$ cat src/core/scfe_map.svh
`ifndef SCFE_MAP_SVH
`define SCFE_MAP_SVH

// clocks and serial timing
`define SCFE_MCLK_NS 8
`define SCFE_SCLK_MAX_MHZ 25
`define SCFE_SCLK_HALF_NS 32
`define SCFE_HALF_CYCLES ((`SCFE_SCLK_HALF_NS + `SCFE_MCLK_NS - 1) / `SCFE_MCLK_NS)

// transaction lengths in bits
`define SCFE_LEN_1B 5'h08
`define SCFE_LEN_2B 5'h10
`define SCFE_LEN_3B 5'h18
`define SCFE_CMD_LAST 5'h07

// command byte decode: (byte & mask) == value
`define SCFE_MSK_CONV 8'h80
`define SCFE_VAL_CONV 8'h80
`define SCFE_MSK_SETUP 8'hC0
`define SCFE_VAL_SETUP 8'h40
`define SCFE_MSK_AVG 8'hE0
`define SCFE_VAL_AVG 8'h20
`define SCFE_MSK_DAC 8'hF0
`define SCFE_VAL_DAC 8'h10
`define SCFE_MSK_RST 8'hF8
`define SCFE_VAL_RST 8'h08
`define SCFE_CMD_GCFG 8'h03
`define SCFE_CMD_GWR 8'h02
`define SCFE_CMD_GRD 8'h01

// setup byte fields
`define SCFE_SETUP_FOLLOW_BIT 1
`define SCFE_SETUP_BIP_BIT 0
`define SCFE_CKMODE_LSB 4
`define SCFE_REF_LSB 2
`define SCFE_CKMODE_RISE 2'h3
`define SCFE_CKMODE_EXT_A 2'h1
`define SCFE_CKMODE_EXT_B 2'h2
`define SCFE_REF_PIN 2'h3

// reset values
`define SCFE_SETUP_RST 8'h00
`define SCFE_BYTE_RST 8'h00
`define SCFE_DAC_RST 16'h0000

// host register offsets and fields
`define SCFE_H_CTRL 2'h0
`define SCFE_H_TX 2'h1
`define SCFE_H_STAT 2'h2
`define SCFE_H_RX 2'h3
`define SCFE_H_CPOL_BIT 2

`endif

$ cat src/core/scfe_pkg.sv
package scfe_pkg;
  typedef enum logic [1:0] {
    SCFE_ST_CMD = 2'b00,
    SCFE_ST_DATA = 2'b01,
    SCFE_ST_DONE = 2'b10
  } scfe_state_t;

  typedef enum logic [3:0] {
    SCFE_K_NOP = 4'b0000,
    SCFE_K_CONV = 4'b0001,
    SCFE_K_SETUP = 4'b0010,
    SCFE_K_AVG = 4'b0011,
    SCFE_K_DAC = 4'b0100,
    SCFE_K_RST = 4'b0101,
    SCFE_K_GCFG = 4'b0110,
    SCFE_K_GWR = 4'b0111,
    SCFE_K_GRD = 4'b1000
  } scfe_kind_t;

  typedef enum logic {
    SCFE_H_IDLE = 1'b0,
    SCFE_H_RUN = 1'b1
  } scfe_hstate_t;
endpackage

$ cat src/core/scfe_if.sv
`timescale 1ns/1ps
interface scfe_if;
  logic cs_n;
  logic sclk;
  logic mosi;
  logic miso;
  logic miso_oe;
  wire miso_line;

  // board pull-up holds the line high while the device floats it
  assign miso_line = miso_oe ? miso : 1'b1;

  modport master(output cs_n, output sclk, output mosi, input miso_line);
  modport slave(input cs_n, input sclk, input mosi, output miso, output miso_oe);
endinterface

$ cat src/core/scfe_device.sv
`timescale 1ns/1ps
`include "scfe_map.svh"

module scfe_device #(
  parameter bit HAS_GPIO = 1'b1
) (
  // clock and reset
  input wire logic mclk_i,
  input wire logic reset_n_i,
  // serial link
  scfe_if.slave link,
  // adc registers
  output logic [7:0] conv_reg_o,
  output logic [7:0] setup_reg_o,
  output logic [7:0] unipolar_reg_o,
  output logic [7:0] bipolar_reg_o,
  output logic [7:0] avg_reg_o,
  output logic [7:0] reset_reg_o,
  output logic reset_stb_o,
  output logic [1:0] clock_mode_o,
  output logic convert_start_n_en_o,
  output logic ref_or_analog_shared_pin_is_ref_o,
  // dac register
  output logic [15:0] dac_reg_o,
  output logic dac_load_o,
  // gpio registers
  output logic [7:0] gpio_cfg_o,
  output logic [7:0] gpio_out_o,
  input wire logic [7:0] gpio_in_i,
  // conversion result to shift out
  input wire logic [11:0] result_i,
  input wire logic result_bipolar_i,
  input wire logic result_temp_i
);
  import scfe_pkg::*;

  ////////////////////////////////////////////////////////////////////////
  // pin synchronisers
  logic [1:0] cs_s;
  logic [1:0] sck_s;
  logic [1:0] din_s;
  logic sck_d;
  logic din_d;
  logic cs_act;
  logic sck_fall;
  logic sck_rise;

  always_ff @(posedge mclk_i or negedge reset_n_i) begin
    if (!reset_n_i) begin
      cs_s <= 2'h3;
      sck_s <= 2'h0;
      din_s <= 2'h0;
      sck_d <= 1'b0;
      din_d <= 1'b0;
    end else begin
      cs_s <= {cs_s[0], link.cs_n};
      sck_s <= {sck_s[0], link.sclk};
      din_s <= {din_s[0], link.mosi};
      sck_d <= sck_s[1];
      // master may change data on the same edge; keep the pre-edge bit
      din_d <= din_s[1];
    end
  end

  assign cs_act = ~cs_s[1];
  assign sck_fall = sck_d & ~sck_s[1];
  assign sck_rise = ~sck_d & sck_s[1];

  ////////////////////////////////////////////////////////////////////////
  // command decode
  function automatic scfe_kind_t decode(input logic [7:0] b);
    scfe_kind_t k;
    k = SCFE_K_NOP;
    if ((b & `SCFE_MSK_CONV) == `SCFE_VAL_CONV) begin
      k = SCFE_K_CONV;
    end else if ((b & `SCFE_MSK_SETUP) == `SCFE_VAL_SETUP) begin
      k = SCFE_K_SETUP;
    end else if ((b & `SCFE_MSK_AVG) == `SCFE_VAL_AVG) begin
      k = SCFE_K_AVG;
    end else if ((b & `SCFE_MSK_DAC) == `SCFE_VAL_DAC) begin
      k = SCFE_K_DAC;
    end else if ((b & `SCFE_MSK_RST) == `SCFE_VAL_RST) begin
      k = SCFE_K_RST;
    end else if (HAS_GPIO && b == `SCFE_CMD_GCFG) begin
      k = SCFE_K_GCFG;
    end else if (HAS_GPIO && b == `SCFE_CMD_GWR) begin
      k = SCFE_K_GWR;
    end else if (HAS_GPIO && b == `SCFE_CMD_GRD) begin
      k = SCFE_K_GRD;
    end
    return k;
  endfunction

  function automatic logic [4:0] length(input scfe_kind_t k, input logic [7:0] b);
    logic [4:0] n;
    n = `SCFE_LEN_1B;
    unique case (k)
      SCFE_K_SETUP: n = b[`SCFE_SETUP_FOLLOW_BIT] ? `SCFE_LEN_2B : `SCFE_LEN_1B;
      SCFE_K_DAC: n = `SCFE_LEN_3B;
      SCFE_K_GCFG, SCFE_K_GWR, SCFE_K_GRD: n = `SCFE_LEN_2B;
      default: n = `SCFE_LEN_1B;
    endcase
    return n;
  endfunction

  ////////////////////////////////////////////////////////////////////////
  // shared shift-and-decode engine
  scfe_state_t state;
  scfe_kind_t kind;
  logic [4:0] bit_cnt;
  logic [4:0] total;
  logic [7:0] cmd_byte;
  logic [23:0] shreg;
  logic [23:0] next_shreg;
  logic [7:0] next_cmd;
  scfe_kind_t next_kind;
  logic cmd_done;
  logic data_done;

  assign next_shreg = {shreg[22:0], din_d};
  assign next_cmd = next_shreg[7:0];
  assign next_kind = decode(next_cmd);
  // decode only once the eighth bit is in
  assign cmd_done = cs_act && sck_fall && state == SCFE_ST_CMD
    && bit_cnt == `SCFE_CMD_LAST;
  assign data_done = cs_act && sck_fall && state == SCFE_ST_DATA
    && (bit_cnt + 5'h01) == total;

  always_ff @(posedge mclk_i or negedge reset_n_i) begin
    if (!reset_n_i) begin
      state <= SCFE_ST_CMD;
      bit_cnt <= 5'h00;
      shreg <= 24'h000000;
      total <= `SCFE_LEN_1B;
    end else if (!cs_act) begin
      state <= SCFE_ST_CMD;
      bit_cnt <= 5'h00;
      shreg <= 24'h000000;
    end else if (sck_fall && state != SCFE_ST_DONE) begin
      shreg <= next_shreg;
      bit_cnt <= bit_cnt + 5'h01;
      if (cmd_done) begin
        total <= length(next_kind, next_cmd);
        state <= (length(next_kind, next_cmd) == `SCFE_LEN_1B) ? SCFE_ST_DONE
          : SCFE_ST_DATA;
      end else if (data_done) begin
        state <= SCFE_ST_DONE;
      end
    end
  end

  always_ff @(posedge mclk_i or negedge reset_n_i) begin
    if (!reset_n_i) begin
      kind <= SCFE_K_NOP;
      cmd_byte <= `SCFE_BYTE_RST;
    end else if (cmd_done) begin
      kind <= next_kind;
      cmd_byte <= next_cmd;
    end
  end

  ////////////////////////////////////////////////////////////////////////
  // adc registers, written at the end of the byte that carries them
  always_ff @(posedge mclk_i or negedge reset_n_i) begin
    if (!reset_n_i) begin
      conv_reg_o <= `SCFE_BYTE_RST;
      setup_reg_o <= `SCFE_SETUP_RST;
      avg_reg_o <= `SCFE_BYTE_RST;
      reset_reg_o <= `SCFE_BYTE_RST;
      reset_stb_o <= 1'b0;
    end else begin
      reset_stb_o <= 1'b0;
      if (cmd_done) begin
        unique case (next_kind)
          SCFE_K_CONV: conv_reg_o <= next_cmd;
          SCFE_K_SETUP: setup_reg_o <= next_cmd;
          SCFE_K_AVG: avg_reg_o <= next_cmd;
          SCFE_K_RST: begin
            reset_reg_o <= next_cmd;
            reset_stb_o <= 1'b1;
          end
          default: ;
        endcase
      end
    end
  end

  always_ff @(posedge mclk_i or negedge reset_n_i) begin
    if (!reset_n_i) begin
      unipolar_reg_o <= `SCFE_BYTE_RST;
      bipolar_reg_o <= `SCFE_BYTE_RST;
    end else if (data_done && kind == SCFE_K_SETUP) begin
      if (cmd_byte[`SCFE_SETUP_BIP_BIT]) begin
        bipolar_reg_o <= next_shreg[7:0];
      end else begin
        unipolar_reg_o <= next_shreg[7:0];
      end
    end
  end

  assign clock_mode_o = setup_reg_o[`SCFE_CKMODE_LSB +: 2];
  // conversion-start input only in the externally timed clock modes
  assign convert_start_n_en_o = clock_mode_o == `SCFE_CKMODE_EXT_A
    || clock_mode_o == `SCFE_CKMODE_EXT_B;
  assign ref_or_analog_shared_pin_is_ref_o =
    setup_reg_o[`SCFE_REF_LSB +: 2] == `SCFE_REF_PIN;

  ////////////////////////////////////////////////////////////////////////
  // dac and gpio registers
  always_ff @(posedge mclk_i or negedge reset_n_i) begin
    if (!reset_n_i) begin
      dac_reg_o <= `SCFE_DAC_RST;
      dac_load_o <= 1'b0;
    end else begin
      dac_load_o <= data_done && kind == SCFE_K_DAC;
      if (data_done && kind == SCFE_K_DAC) begin
        dac_reg_o <= next_shreg[15:0];
      end
    end
  end

  always_ff @(posedge mclk_i or negedge reset_n_i) begin
    if (!reset_n_i) begin
      gpio_cfg_o <= `SCFE_BYTE_RST;
      gpio_out_o <= `SCFE_BYTE_RST;
    end else if (data_done && kind == SCFE_K_GCFG) begin
      gpio_cfg_o <= next_shreg[7:0];
    end else if (data_done && kind == SCFE_K_GWR) begin
      gpio_out_o <= next_shreg[7:0];
    end
  end

  ////////////////////////////////////////////////////////////////////////
  // serial output
  function automatic logic [15:0] fmt(input logic [11:0] r, input logic tc);
    logic [15:0] w;
    w = {4'h0, r};
    if (tc) begin
      // offset binary to sign-extended two's complement
      w = {{5{~r[11]}}, r[10:0]};
    end
    return w;
  endfunction

  logic [15:0] out_sh;
  logic out_edge;

  assign out_edge = (clock_mode_o == `SCFE_CKMODE_RISE) ? sck_rise : sck_fall;

  always_ff @(posedge mclk_i or negedge reset_n_i) begin
    if (!reset_n_i) begin
      out_sh <= 16'h0000;
    end else if (!cs_act) begin
      out_sh <= fmt(result_i, result_bipolar_i | result_temp_i);
    end else if (cmd_done && next_kind == SCFE_K_GRD) begin
      out_sh <= {gpio_in_i, 8'h00};
    end else if (out_edge) begin
      out_sh <= {out_sh[14:0], 1'b0};
    end
  end

  always_ff @(posedge mclk_i or negedge reset_n_i) begin
    if (!reset_n_i) begin
      link.miso_oe <= 1'b0;
    end else begin
      link.miso_oe <= cs_act;
    end
  end

  assign link.miso = out_sh[15];
endmodule

$ cat src/flat_wrapper.sv
// flat-port wrapper written by rule: the top's interface ports become plain ports
module scfe_device_flat import scfe_pkg::*;
#(
  parameter bit HAS_GPIO = 1'b1
)
  (mclk_i, reset_n_i, conv_reg_o, setup_reg_o, unipolar_reg_o, bipolar_reg_o, avg_reg_o, reset_reg_o, reset_stb_o, clock_mode_o, convert_start_n_en_o, ref_or_analog_shared_pin_is_ref_o, dac_reg_o, dac_load_o, gpio_cfg_o, gpio_out_o, gpio_in_i, result_i, result_bipolar_i, result_temp_i, link_cs_n, link_sclk, link_mosi, link_miso, link_miso_oe);
  scfe_if link_i ();
  input wire logic mclk_i;
  input wire logic reset_n_i;
  output logic [7:0] conv_reg_o;
  output logic [7:0] setup_reg_o;
  output logic [7:0] unipolar_reg_o;
  output logic [7:0] bipolar_reg_o;
  output logic [7:0] avg_reg_o;
  output logic [7:0] reset_reg_o;
  output logic reset_stb_o;
  output logic [1:0] clock_mode_o;
  output logic convert_start_n_en_o;
  output logic ref_or_analog_shared_pin_is_ref_o;
  output logic [15:0] dac_reg_o;
  output logic dac_load_o;
  output logic [7:0] gpio_cfg_o;
  output logic [7:0] gpio_out_o;
  input wire logic [7:0] gpio_in_i;
  input wire logic [11:0] result_i;
  input wire logic result_bipolar_i;
  input wire logic result_temp_i;
  input wire logic [$bits(link_i.cs_n)-1:0] link_cs_n;
  input wire logic [$bits(link_i.sclk)-1:0] link_sclk;
  input wire logic [$bits(link_i.mosi)-1:0] link_mosi;
  output wire logic [$bits(link_i.miso)-1:0] link_miso;
  output wire logic [$bits(link_i.miso_oe)-1:0] link_miso_oe;
  assign link_i.cs_n = link_cs_n;
  assign link_i.sclk = link_sclk;
  assign link_i.mosi = link_mosi;
  assign link_miso = link_i.miso;
  assign link_miso_oe = link_i.miso_oe;
  scfe_device #(.HAS_GPIO(HAS_GPIO)) u_core (.mclk_i(mclk_i), .reset_n_i(reset_n_i), .link(link_i), .conv_reg_o(conv_reg_o), .setup_reg_o(setup_reg_o), .unipolar_reg_o(unipolar_reg_o), .bipolar_reg_o(bipolar_reg_o), .avg_reg_o(avg_reg_o), .reset_reg_o(reset_reg_o), .reset_stb_o(reset_stb_o), .clock_mode_o(clock_mode_o), .convert_start_n_en_o(convert_start_n_en_o), .ref_or_analog_shared_pin_is_ref_o(ref_or_analog_shared_pin_is_ref_o), .dac_reg_o(dac_reg_o), .dac_load_o(dac_load_o), .gpio_cfg_o(gpio_cfg_o), .gpio_out_o(gpio_out_o), .gpio_in_i(gpio_in_i), .result_i(result_i), .result_bipolar_i(result_bipolar_i), .result_temp_i(result_temp_i));
endmodule
$ cat config.mk
export PLATFORM = sky130hd
export DESIGN_NAME = scfe_device_flat
export DESIGN_NICKNAME = d
export VERILOG_FILES = /design/src/core/scfe_pkg.sv /design/src/core/scfe_if.sv /design/src/core/scfe_device.sv /design/src/flat_wrapper.sv
export VERILOG_INCLUDE_DIRS = /design/src /design/src/core
export SDC_FILE = /design/constraint.sdc
export NUM_CORES = 1
export LEC_CHECK = 0
export BUFFER_PORTS_ARGS = -buffer_cell sky130_fd_sc_hd__buf_2
export CAP_MARGIN = 20
export CORE_ASPECT_RATIO = 1.2
export CORE_UTILIZATION = 33
export DETAILED_ROUTE_END_ITERATION = 16
export PLACE_DENSITY = 0.51
export SYNTH_ARGS = -nofsm -noshare
export SYNTH_HDL_FRONTEND = slang
export SYNTH_SLANG_ARGS = --single-unit
$ cat constraint.sdc
create_clock -name mclk_i -period 5.5 [get_ports mclk_i]
set_clock_uncertainty 0.05 [all_clocks]
set_input_delay 0.275 -clock mclk_i [delete_from_list [all_inputs] [get_ports mclk_i]]
set_output_delay 0.275 -clock mclk_i [all_outputs]
set_load 0.01 [all_outputs]
==> summary.md <==
| Metric | Value |
|---|---|
| Run status | finished, final reports clean |
| Rows | 52 |
| Compound-gate portion of the synthesized area | 0.0657 |
| FFs w/ async S/R, synth | 1.00 |
| Reg area | 0.00341 mm^2 |
| Via/cell ratio | 4.89 |
| Synthesized flop and latch total | 136 |
| Comb pwr share | 0.035 |
| Core ar. | 0.0169 mm^2 |
| Final Hold Viols | 0 |
| Finished Layout Cells | around 800 |
| Placed cell count | 760 |
| Synth cell types | 51 |
| Post-synth top area share | 0.587 |
| Multi-input combinational cell area | 0.00210 mm^2 |
| Gpl congestion | 0.807 |
| Ys flop type | dfrtp_1 |
| Placed Instance Area | between 0.006 and 0.007 mm^2 |
| EDFF count, synth | 0 |
| Dpl hpwl | 8920 um |
| FMAX | 302 MHz |
| Rel. slew slack | 0.294 |
| H-tree Lvls | 4 |
| Sequential share of power | 0.463 |
| Switching fraction of total power | 0.228 |
| XOR/XNOR share of the synthesized area | 0.0139 |
| Max IR drop VDD | 201 uV |
| Chip Height | approximately 150 um |
| First-pass iteration count of the detailed router | 4 |
| DIE WIDTH | 122 um |
| PwrDens | approximately 320 mW/mm^2 |
| Synth Area in Simple Gates | 0.125 |
| Post-route setup slack | about 2.2 ns |
| Worst Tran Pin Value | 1.05 ns |
| # setup viols final | 0 |
| Average wire per standard cell | 16.9 um |
| # Post-CTS Setup Buffers | 0 |
| Critical R2R Launch | u_core.cs_s[1] |
| Fill cell count | 1624 |
| Setup TNS | 0 ns |
| Clock Latency Late Sink | approximately 0.41 ns |
| GRT Overall Usage | 0.163 |
| Area contributors post-synth | dfrtp_1 59%, mux2_2 14%, nand2_1 3.9%, mux2i_1 1.9%, a21oi_1 1.8% |
| Synth Area in Adders | 0.00882 |
| Startpoint types | register |
| Crit Path Class | reg -> reg |
| Syn Inst Count | 457 |
| Sw power | 0.511 mW |
| Syn avg cell area | 12.4 um^2 |
| Num CTS Buffers | 17 |
| Die area | 0.0177 mm^2 |
| Hold Crit Class | in -> reg |
| Global route total overflow | 0 |
| Clk pwr share | 0.502 |
| Design Area, Final | roughly 0.007 mm^2 |
| Final slew viol count | 0 |
| Final design utilization | 0.417 |
| Max cap viols | 0 |
| Initial core utilization | 0.337 |
| Antenna Violating Nets Remaining | 0 |
| CTS tree | built |
| Most area-hungry cell type in the Yosys netlist | dfrtp_1 |
| CP Max Fanout | 44 |
| Crit. Startpoint | u_core.cs_s[1] |
| DRT Wirelength | between 10000 and 15000 um |
| CTS Buffer Depth | 2 |
| First-pass GRT wire length | 21800 um |
| Initial antenna violation count | 0 |
| # nets final | 599 |
| Antenna cells | 0 |
| Internal Pwr Total | 1.73 mW |
| Synthesized area | 0.00567 mm^2 |
| Post-synthesis sequential area ratio | 0.600 |
| Number of clock sinks | 136 |
| RSZ-0062 raised after global routing | no |
| Post-synthesis mux area share | 0.156 |
| R2R depth | 4 |
| Pwr Total | 2.24 mW |
| Worst Path Arrival | 3.56 ns |
| DRC | 0 |
| Min-delay src | result_i[5] |
| Static leakage | 3.62 nW |
| Number of global-route vias before repair | 3946 |
| Drt initial violations | 241 |
| Worst hold margin | 0.0254 ns |
| Via Count | 3895 |
| Root Driver | clkbuf_16 |
| DP Worst Slack | 2.22 ns |
| Share of cells above drive strength 1 | 0.397 |
| IO Port Bufs | 114 |
| Ys Warns | 0 |
| Clock slew at reported path FFs | 0.06 ns |
| Io pins | 115 |
| Critical Path RT | 5.74 ns |
| Area delta synth->final | 23.9% |
| Largest net degree at the start of global routing | 88 |
| Tcrit/Tclk final | 0.602 |
| Net Count, Synth | 488 |
| Main combinational cell family by area after synthesis | multiplexers |
| Hold Path Stages | 3 |
| Final min period | 3.31 ns |
| Critical Path End Type | register |
-- kinds of logic after synthesis --
kind of cell	count (synthesis)
AO/OA/AOI/OAI	55
multiplexers	80
buffers and inverters	39
adder cells (fa/ha/maj)	4
AND/OR/NAND/NOR	134
XOR/XNOR	9
flip-flops	136
-- power by group through the flow --
stage | combinational (mW) | clock (mW) | sequential [mW]
2_1_floorplan | 0.0453 | 0 | 1.04
3_3_place_gp | 0.0757 | 0 | 1.06
3_5_place_dp | 0.0783 | 0 | 1.06
4_1_cts | 0.0809 | 1.15 | 1.04
5_1_grt | 0.0902 | 1.20 | 1.04
6_report | 0.0784 | 1.12 | 1.04
-- final timing paths --
check / to / slack (ns)
setup / recovery: u_core.reset_reg_o[2] / 2.19
hold / removal: u_core.out_sh[5] / 0.03
setup reg to reg: u_core.reset_reg_o[2] / 2.19
hold reg to reg: u_core.sck_s[1] / 0.30
max in group asynchronous: u_core.sck_d / 3.80
min in group asynchronous: u_core.out_sh[7] / 0.45
-- critical path: stages (launching register included) --
cell and delay (ns):
dfstp_2 0.61, or4b_1 0.72, nor4_1 0.93, nand3b_1 0.46
mux2_2 0.40
-- cell type report --
class,count,area share
Sequential cell,136,0.484
Clock inverter,13,0.0210
Timing Repair Buffer,120,0.0898
Tap cell,216,0.0384
Inverter,11,0.00587
Multi-Input combinational cell,282,0.298
Clock buffer,18,0.0624
-- synth_stat cells (2+ instances only) --
cell type / count
nand3b_1: 2
nand4_1: 8
or3_1: 2
inv_1: 11
or2_2: 6
dfrtp_1: 133
a211oi_1: 3
xnor2_1: 8
o21ai_0: 2
nor4_1: 2
clkbuf_1: 22
buf_6: 2
mux2i_1: 11
o31ai_1: 7
nor2b_1: 5
dfstp_2: 3
nand3_1: 3
nor3_1: 6
o221ai_1: 8
and2_1: 8
a21o_1: 3
nand2b_1: 6
buf_4: 2
nor2_1: 11
nand2_1: 59
ha_1: 4
buf_2: 2
a21oi_1: 20
mux2_2: 69
a32oi_1: 4
nor3b_1: 4
or4_1: 2
-- what timing repair did --
item | in CTS | in global routing
hold endpoints to repair | 87 | 0
hold buffers | 4 | 0
gates resized for setup | 0 | 0
-- cell usage in the layout (no fill, tap or decap), types with 5 or more instances in the layout --
cell type	count
or2_2	6
nor2b_1	5
xnor2_1	8
mux2i_1	11
o221ai_1	8
a21oi_1	20
dfrtp_1	133
inv_1	11
nand2b_1	6
nand2_1	59
and2_1	8
mux2_2	69
o31ai_1	7
buf_2	113
nand4_1	8
clkbuf_16	17
clkinvlp_4	7
nor3_1	6
nor2_1	11
-- state kept, by name, indices dropped and copies added, names as in the netlist, 2 cells and up --
register	cells
u_core.unipolar_reg_o	8
u_core.gpio_out_o	8
u_core.conv_reg_o	8
u_core.dac_reg_o	16
u_core.setup_reg_o	8
u_core.sck_s	2
u_core.avg_reg_o	8
u_core.state	2
u_core.bit_cnt	5
u_core.out_sh	16
u_core.shreg	15
u_core.gpio_cfg_o	8
u_core.total	2
u_core.bipolar_reg_o	8
u_core.kind	4
u_core.cs_s	2
u_core.reset_reg_o	8
u_core.din_s	2
-- routing by layer --
metal | up-vias | share of wire | GRT usage
li1 | 1837 | - | -
met1 | 1945 | 0.44 | 0.213
met2 | 97 | 0.49 | 0.262
met3 | 16 | 0.047 | 0.0396
met4 | 0 | 0.017 | 0.0568
met5 | - | 0 | 0
Note: power is estimated with default switching activity, not from simulation.
